**src/rtl/ddrbl_pkg.sv**
```systemverilog
// package: constants and carrier types for the ddr bus byte-lane block
package ddrbl_pkg;

  // widths of the bus and of one transferred word
  localparam int unsigned DDRBL_BYTE_W = 8;
  localparam int unsigned DDRBL_WORD_W = 16;

  // byte positions inside a word: first byte on the bus is byte a
  localparam int unsigned DDRBL_BYTE_A_MSB = 15;
  localparam int unsigned DDRBL_BYTE_A_LSB = 8;
  localparam int unsigned DDRBL_BYTE_B_MSB = 7;
  localparam int unsigned DDRBL_BYTE_B_LSB = 0;
  localparam int unsigned DDRBL_EN_A = 1;
  localparam int unsigned DDRBL_EN_B = 0;

  // synchroniser depth for every pin input
  localparam int unsigned DDRBL_SYNC_STAGES = 2;

  // values after reset, and the enable for a whole word
  localparam logic [7:0] DDRBL_DQ_RST = 8'h00;
  localparam logic [15:0] DDRBL_WORD_RST = 16'h0000;
  localparam logic [1:0] DDRBL_EN_RST = 2'h0;
  localparam logic [1:0] DDRBL_EN_ALL = 2'h3;

  // one sampled view of the bus pins
  typedef struct packed {
    logic bus_clk;
    logic cs_b;
    logic rs_wm;
    logic [7:0] dq;
  } ddrbl_pins_s;

  // one word handed to the array, with its byte enables
  typedef struct packed {
    logic [15:0] data;
    logic [1:0] byte_en;
  } ddrbl_wr_word_s;

  // phase of a read data strobe cycle
  typedef enum logic [2:0] {
    DDRBL_RD_IDLE = 3'b001,
    DDRBL_RD_HIGH = 3'b010,
    DDRBL_RD_LOW  = 3'b100
  } ddrbl_rd_state_e;

endpackage

```
**src/rtl/ddrbl_lane.sv**
```systemverilog
// device-side byte-lane placement and strobe/mask logic for the ddr memory bus
`timescale 1ns/100ps
`default_nettype none

module ddrbl_lane
  import ddrbl_pkg::*;
#(
  parameter bit ZL_DRIVE_LOW = 1'b1 // strobe driven low, else floated, in zero-latency writes
) (
  // clock, reset and enable
  input wire logic REF_CLK_IN,
  input wire logic RST_B_IN,
  input wire logic CE_IN,
  // bus pins from the host
  input wire logic BUS_CLOCK_IN,
  input wire logic CS_B_IN,
  input wire logic [7:0] DQ_IN,
  input wire logic READ_STROBE_WRITE_MASK_IN,
  // bus pins driven by the device
  output logic [7:0] DQ_OUT,
  output logic DQ_OE_OUT,
  output logic READ_STROBE_WRITE_MASK_OUT,
  output logic READ_STROBE_WRITE_MASK_OE_OUT,
  // phase control from the transaction sequencer
  input wire logic RD_PHASE_IN,
  input wire logic WR_PHASE_IN,
  input wire logic WR_ZERO_LAT_IN,
  // read word source from the array
  input wire logic [15:0] RD_WORD_IN,
  output logic RD_WORD_TAKEN_OUT,
  // write word sink towards the array
  output logic [15:0] WR_WORD_OUT,
  output logic [1:0] WR_BYTE_EN_OUT,
  output logic WR_VALID_OUT
);

  logic rst_meta_q;
  logic rst_sync_q;
  ddrbl_pins_s pins_raw;
  ddrbl_pins_s pins_meta_q;
  ddrbl_pins_s pins_q;
  logic clk_prev_q;
  logic clk_rise;
  logic clk_fall;
  logic active;
  logic [7:0] byte_a_q;
  logic en_a_q;
  logic have_a_q;
  ddrbl_wr_word_s wr_q;
  logic wr_valid_q;
  ddrbl_rd_state_e rd_state_q;
  logic [15:0] rd_word_q;
  logic rd_taken_q;
  logic [7:0] dq_q;
  logic dq_oe_q;
  logic rs_q;
  logic rs_oe_q;

  // reset release through two flip-flops
  always_ff @(posedge REF_CLK_IN or negedge RST_B_IN) begin
    if (!RST_B_IN) begin
      rst_meta_q <= 1'b0;
      rst_sync_q <= 1'b0;
    end else if (CE_IN) begin
      rst_meta_q <= 1'b1;
      rst_sync_q <= rst_meta_q;
    end
  end

  assign pins_raw = '{bus_clk: BUS_CLOCK_IN, cs_b: CS_B_IN,
                      rs_wm: READ_STROBE_WRITE_MASK_IN, dq: DQ_IN};

  // two-stage synchroniser for all pins; clock and data share the same delay
  always_ff @(posedge REF_CLK_IN or negedge rst_sync_q) begin
    if (!rst_sync_q) begin
      pins_meta_q <= '{bus_clk: 1'b0, cs_b: 1'b1, rs_wm: 1'b0, dq: DDRBL_DQ_RST};
      pins_q <= '{bus_clk: 1'b0, cs_b: 1'b1, rs_wm: 1'b0, dq: DDRBL_DQ_RST};
    end else if (CE_IN) begin
      pins_meta_q <= pins_raw;
      pins_q <= pins_meta_q;
    end
  end

  // bus clock edge detection on the synchronised copy
  always_ff @(posedge REF_CLK_IN or negedge rst_sync_q) begin
    if (!rst_sync_q) begin
      clk_prev_q <= 1'b0;
    end else if (CE_IN) begin
      clk_prev_q <= pins_q.bus_clk;
    end
  end

  assign clk_rise = CE_IN && pins_q.bus_clk && !clk_prev_q;
  assign clk_fall = CE_IN && !pins_q.bus_clk && clk_prev_q;
  assign active = !pins_q.cs_b;

  // write byte a: taken on the rising bus clock, mask sampled with it
  // host keeps data centred on the edge, so the synchronised sample is clean
  always_ff @(posedge REF_CLK_IN or negedge rst_sync_q) begin
    if (!rst_sync_q) begin
      byte_a_q <= DDRBL_DQ_RST;
      en_a_q <= 1'b0;
      have_a_q <= 1'b0;
    end else if (CE_IN) begin
      if (!active || !WR_PHASE_IN) begin
        have_a_q <= 1'b0; // a frame that ends mid-word drops the lone byte
      end else if (clk_rise) begin
        byte_a_q <= pins_q.dq; // first byte on the bus is byte a
        en_a_q <= WR_ZERO_LAT_IN || !pins_q.rs_wm; // mask low keeps the byte
        have_a_q <= 1'b1;
      end else if (clk_fall) begin
        have_a_q <= 1'b0;
      end
    end
  end

  // write byte b: taken on the falling bus clock, completing the word
  always_ff @(posedge REF_CLK_IN or negedge rst_sync_q) begin
    if (!rst_sync_q) begin
      wr_q <= '{data: DDRBL_WORD_RST, byte_en: DDRBL_EN_RST};
      wr_valid_q <= 1'b0;
    end else if (CE_IN) begin
      wr_valid_q <= 1'b0;
      if (active && WR_PHASE_IN && clk_fall && have_a_q) begin
        // byte a lands in the upper half, byte b in the lower
        wr_q.data[DDRBL_BYTE_A_MSB:DDRBL_BYTE_A_LSB] <= byte_a_q;
        wr_q.data[DDRBL_BYTE_B_MSB:DDRBL_BYTE_B_LSB] <= pins_q.dq;
        if (WR_ZERO_LAT_IN) begin
          wr_q.byte_en <= DDRBL_EN_ALL; // whole word, no masking
        end else begin
          wr_q.byte_en[DDRBL_EN_A] <= en_a_q;
          wr_q.byte_en[DDRBL_EN_B] <= !pins_q.rs_wm;
        end
        wr_valid_q <= 1'b1;
      end
    end
  end

  // read strobe sequencer: high half carries byte a, low half carries byte b
  always_ff @(posedge REF_CLK_IN or negedge rst_sync_q) begin
    if (!rst_sync_q) begin
      rd_state_q <= DDRBL_RD_IDLE;
      rd_word_q <= DDRBL_WORD_RST;
      rd_taken_q <= 1'b0;
    end else if (CE_IN) begin
      rd_taken_q <= 1'b0;
      if (!active || !RD_PHASE_IN) begin
        rd_state_q <= DDRBL_RD_IDLE;
      end else begin
        unique case (rd_state_q)
          DDRBL_RD_IDLE, DDRBL_RD_LOW: begin
            if (clk_rise) begin
              rd_word_q <= RD_WORD_IN; // one word per bus clock
              rd_taken_q <= 1'b1;
              rd_state_q <= DDRBL_RD_HIGH;
            end
          end
          DDRBL_RD_HIGH: begin
            if (clk_fall) begin
              rd_state_q <= DDRBL_RD_LOW;
            end
          end
        endcase
      end
    end
  end

  // pin drivers: data changes together with the strobe, edge aligned
  always_ff @(posedge REF_CLK_IN or negedge rst_sync_q) begin
    if (!rst_sync_q) begin
      dq_q <= DDRBL_DQ_RST;
      dq_oe_q <= 1'b0;
      rs_q <= 1'b0;
      rs_oe_q <= 1'b0;
    end else if (CE_IN) begin
      if (active && RD_PHASE_IN && clk_rise) begin
        // same stored positions come back out, so either byte order survives
        dq_q <= RD_WORD_IN[DDRBL_BYTE_A_MSB:DDRBL_BYTE_A_LSB];
        rs_q <= 1'b1;
        dq_oe_q <= 1'b1;
        rs_oe_q <= 1'b1;
      end else if (active && RD_PHASE_IN && clk_fall && rd_state_q == DDRBL_RD_HIGH) begin
        dq_q <= rd_word_q[DDRBL_BYTE_B_MSB:DDRBL_BYTE_B_LSB];
        rs_q <= 1'b0;
      end else if (active && RD_PHASE_IN) begin
        rs_oe_q <= 1'b1; // strobe held, low until the first word
        dq_oe_q <= rd_state_q != DDRBL_RD_IDLE;
      end else if (active && WR_PHASE_IN && WR_ZERO_LAT_IN) begin
        rs_q <= 1'b0; // host leaves the line free here
        rs_oe_q <= ZL_DRIVE_LOW;
        dq_oe_q <= 1'b0;
      end else begin
        rs_q <= 1'b0;
        rs_oe_q <= 1'b0;
        dq_oe_q <= 1'b0;
      end
    end
  end

  assign DQ_OUT = dq_q;
  assign DQ_OE_OUT = dq_oe_q;
  assign READ_STROBE_WRITE_MASK_OUT = rs_q;
  assign READ_STROBE_WRITE_MASK_OE_OUT = rs_oe_q;
  assign RD_WORD_TAKEN_OUT = rd_taken_q;
  assign WR_WORD_OUT = wr_q.data;
  assign WR_BYTE_EN_OUT = wr_q.byte_en;
  assign WR_VALID_OUT = wr_valid_q;

endmodule

`default_nettype wire

```
**config.mk**
```make
export PLATFORM = sky130hd
export DESIGN_NAME = ddrbl_lane
export DESIGN_NICKNAME = d
export VERILOG_FILES = /design/src/rtl/ddrbl_pkg.sv /design/src/rtl/ddrbl_lane.sv
export SDC_FILE = /design/constraint.sdc
export NUM_CORES = 1
export LEC_CHECK = 0
export ABC_AREA = 1
export BUFFER_PORTS_ARGS = -buffer_cell sky130_fd_sc_hd__buf_2
export CAP_MARGIN = 20
export CORE_ASPECT_RATIO = 0.9
export CORE_MARGIN = 4
export CORE_UTILIZATION = 40
export CTS_CLUSTER_SIZE = 40
export DETAILED_ROUTE_END_ITERATION = 12
export PLACE_DENSITY_LB_ADDON = 0.1
export SKIP_CTS_REPAIR_TIMING = 1
export SLEW_MARGIN = 20
export SYNTH_ARGS = -nofsm -noshare
export SYNTH_HDL_FRONTEND = slang
export SYNTH_SLANG_ARGS = --single-unit
```
**constraint.sdc**
```tcl
create_clock -name REF_CLK_IN -period 2.8 [get_ports REF_CLK_IN]
set_input_delay 0.14 -clock REF_CLK_IN [delete_from_list [all_inputs] [get_ports REF_CLK_IN]]
set_output_delay 0.14 -clock REF_CLK_IN [all_outputs]
set_load 0.01 [all_outputs]
```
==> results.json <==
{
  "grt.overflow.total": 0,
  "synth_xor_area_share_pct": 0,
  "dieWidth_um": 103,
  "cts_buffers": 9,
  "syn_nets": 395,
  "failed_checks": "negative hold slack",
  "antenna_cells": 0,
  "dieArea_mm2": 0.00960,
  "start_util_pct": 42.1,
  "min_path_cells": 3,
  "clockBufferDepth": 2,
  "antenna_left": 0,
  "postPlaceCellArea_mm2": 0.00360,
  "power_density_mw_per_mm2": 755,
  "port_buffers": 63,
  "drt_iter0_markers": 119,
  "synth.area.mux_share_pct": 0,
  "h-tree-depth": 3,
  "antenna_found_initial": 0,
  "drive_above_1_share_pct": 25.3,
  "peakVddDrop_v": 0.000494,
  "synth_compound_area_share_pct": 6.80,
  "required_ns": 3.03,
  "synth_top_family_by_area": "simple AND/OR/NAND/NOR gates",
  "ys_seq_elements": 77,
  "path_max_fanout": 29,
  "finalCritPeriodShare_pct": 66.1,
  "max_freq_ghz": 0.541,
  "synth.distinct_cells": 25,
  "vias_per_cell": 4.50,
  "clk_pin_slew_worst_paths_ns": 0.08,
  "synth_area_per_cell_um2": 8.94,
  "num_vias": 2401,
  "clkLatencyLatePin_ns": 0.34,
  "worstSetupPathType": "register to register",
  "ys_warn_count": 0,
  "cp-start-kind": "register",
  "yosys.area_share.simple_pct": 27.9,
  "status": "finished with violations",
  "dp.final_hpwl_mm": 4.58,
  "route.detailed.wl_per_inst_um": 12.2,
  "synthCells": 362,
  "whs_ns": -0.0106,
  "first_pass_iters": 4,
  "syn_area_mm2": 0.00324,
  "rows": 30,
  "rsz0062_at_grt": "false",
  "fin_tns_setup_ns": 0,
  "max_slew_margin_pct": 43.7,
  "grt_pass1_wl_mm": 10.7,
  "final-hold-violation-count": 3,
  "cts_sinks": 77,
  "power_leakage_nw": 2.16,
  "clock-skew-final_ns": 0.00983,
  "yosysTopAreaCellShare_pct": 57.2,
  "synth_fa_ha_area_share_pct": 0,
  "nNetsFinal": 466,
  "cts_tree": "built",
  "drt-total-wl_mm": 6.50,
  "min_path_type": "input pin to register",
  "arrival_ns": 2.08,
  "fillers": 754,
  "power_mw": 2.94,
  "clockRootBuffer": "clkbuf_8",
  "fp.dieH_um": 93.3,
  "synth_area_leader_cell": "dfrtp_1",
  "track_usage_pct": 14.4,
  "drc_errors": 0,
  "endpoint_kind": "register",
  "grt_pass1_vias": 2236,
  "area_growth_pct": 20.2,
  "setup_violations": 0,
  "cap_viol_max_count": 0,
  "slew_violations": 0,
  "yosys-top-cells-area": "dfrtp_1, nand2_1, o21ai_0",
  "fin_area_mm2": 0.00389,
  "worst_pin_slew_ns": 0.843,
  "grt_max_degree": 44,
  "finalWorstPathRequiredPeriod_ns": 1.85,
  "io_pins": 64,
  "seq_area_frac_synth_pct": 59.6,
  "core_mm2": 0.00769,
  "finalWeightedCongestion": 0.748,
  "reg2regPathDepth": 7
}
## layout make-up
cell class / instances / area, um2 / area share, %
timing repair buffer: 72 / 398 / 10.2
inverter: 22 / 87.6 / 2.25
multi-input combinational: 251 / 1120 / 28.9
tap: 96 / 120 / 3.09
clock inverter: 5 / 83.8 / 2.16
sequential: 77 / 1930 / 49.7
clock buffer: 11 / 141 / 3.63
## state kept, by name, summed over array words and instances (netlist names)
name	count
rst_meta_q	1
DQ_OUT	8
RD_WORD_TAKEN_OUT	1
rd_state_q	3
en_a_q	1
rst_sync_q	1
pins_q	11
DQ_OE_OUT	1
WR_WORD_OUT	16
have_a_q	1
READ_STROBE_WRITE_MASK_OUT	1
READ_STROBE_WRITE_MASK_OE_OUT	1
WR_VALID_OUT	1
WR_BYTE_EN_OUT	2
rd_word_q	8
clk_prev_q	1
pins_meta_q	11
byte_a_q	8
## critical path: stages, from the launching register on
cell and delay (ns):
dfstp_2 0.54, inv_2 0.05, nand2_1 0.10, nor2_1 0.06, nand2_1 0.62, inv_2 0.20, nand2_1 0.12, nand2_1 0.05
## layer usage
metal  vias up  track usage, %  routed length [um]
met5         -               0                   0
met4         0            4.53                  33
met3         4            4.62                 403
met2        55            20.7                2800
met1      1080            20.5                3270
li1       1262               -                   -
## cell usage in the layout, fill, tap and decap left out, types with 6 or more instances in the layout
cell type	instances
dlygate4sd3_1	6
dfrtp_1	73
clkbuf_8	10
buf_2	63
o21ai_2	8
inv_1	18
nor2_1	8
nand3_1	12
o21ai_0	24
nand2_1	182
## cell usage after synthesis (all sizes together)
cell type	number
a21oi	2
buf	8
clkbuf	4
dfrtp	74
dfstp	3
inv	22
nand2	187
nand3	14
nor2	12
nor3	1
o211ai	1
o21ai	33
or2	1
## through the flow
| step | cells | setup WS (ns) | util [%] |
|---|---|---|---|
| 5_1_grt | 534 | 0.796 | 50.6 |
| 3_3_place_gp | 512 | 1.00 | 46.8 |
| 3_5_place_dp | 512 | 0.989 | 46.8 |
| 4_1_cts | 528 | 0.960 | 49.8 |
| 2_1_floorplan | 362 | 0.482 | - |
| 6_report | 534 | 0.950 | 50.6 |
## final timing paths
check	startpoint	end	slack [ns]
worst max register to register	pins_q[9]	WR_BYTE_EN_OUT[0]	0.95
min in group asynchronous	RST_B_IN	rst_sync_q	0.10
worst min register to register	rst_sync_q	pins_meta_q[4]	0.30
worst min-delay path	CS_B_IN	pins_meta_q[9]	-0.01
max in group asynchronous	rst_sync_q	rd_word_q[2]	1.80
worst max-delay path	pins_q[9]	WR_BYTE_EN_OUT[0]	0.95
## logic make-up (layout without fill, tap and decap cells)
logic type	after synthesis	after routing
DFF	77	77
and+or+nand+nor	215	215
buffers and inverters	34	110
AOI/OAI and AO/OA	36	36
## power breakdown
part	internal (mW)	switching, mW
clock network	0.528	0.394
logic	0.226	0.326
registers	1.34	0.125
(Power assumes the default switching activity.)
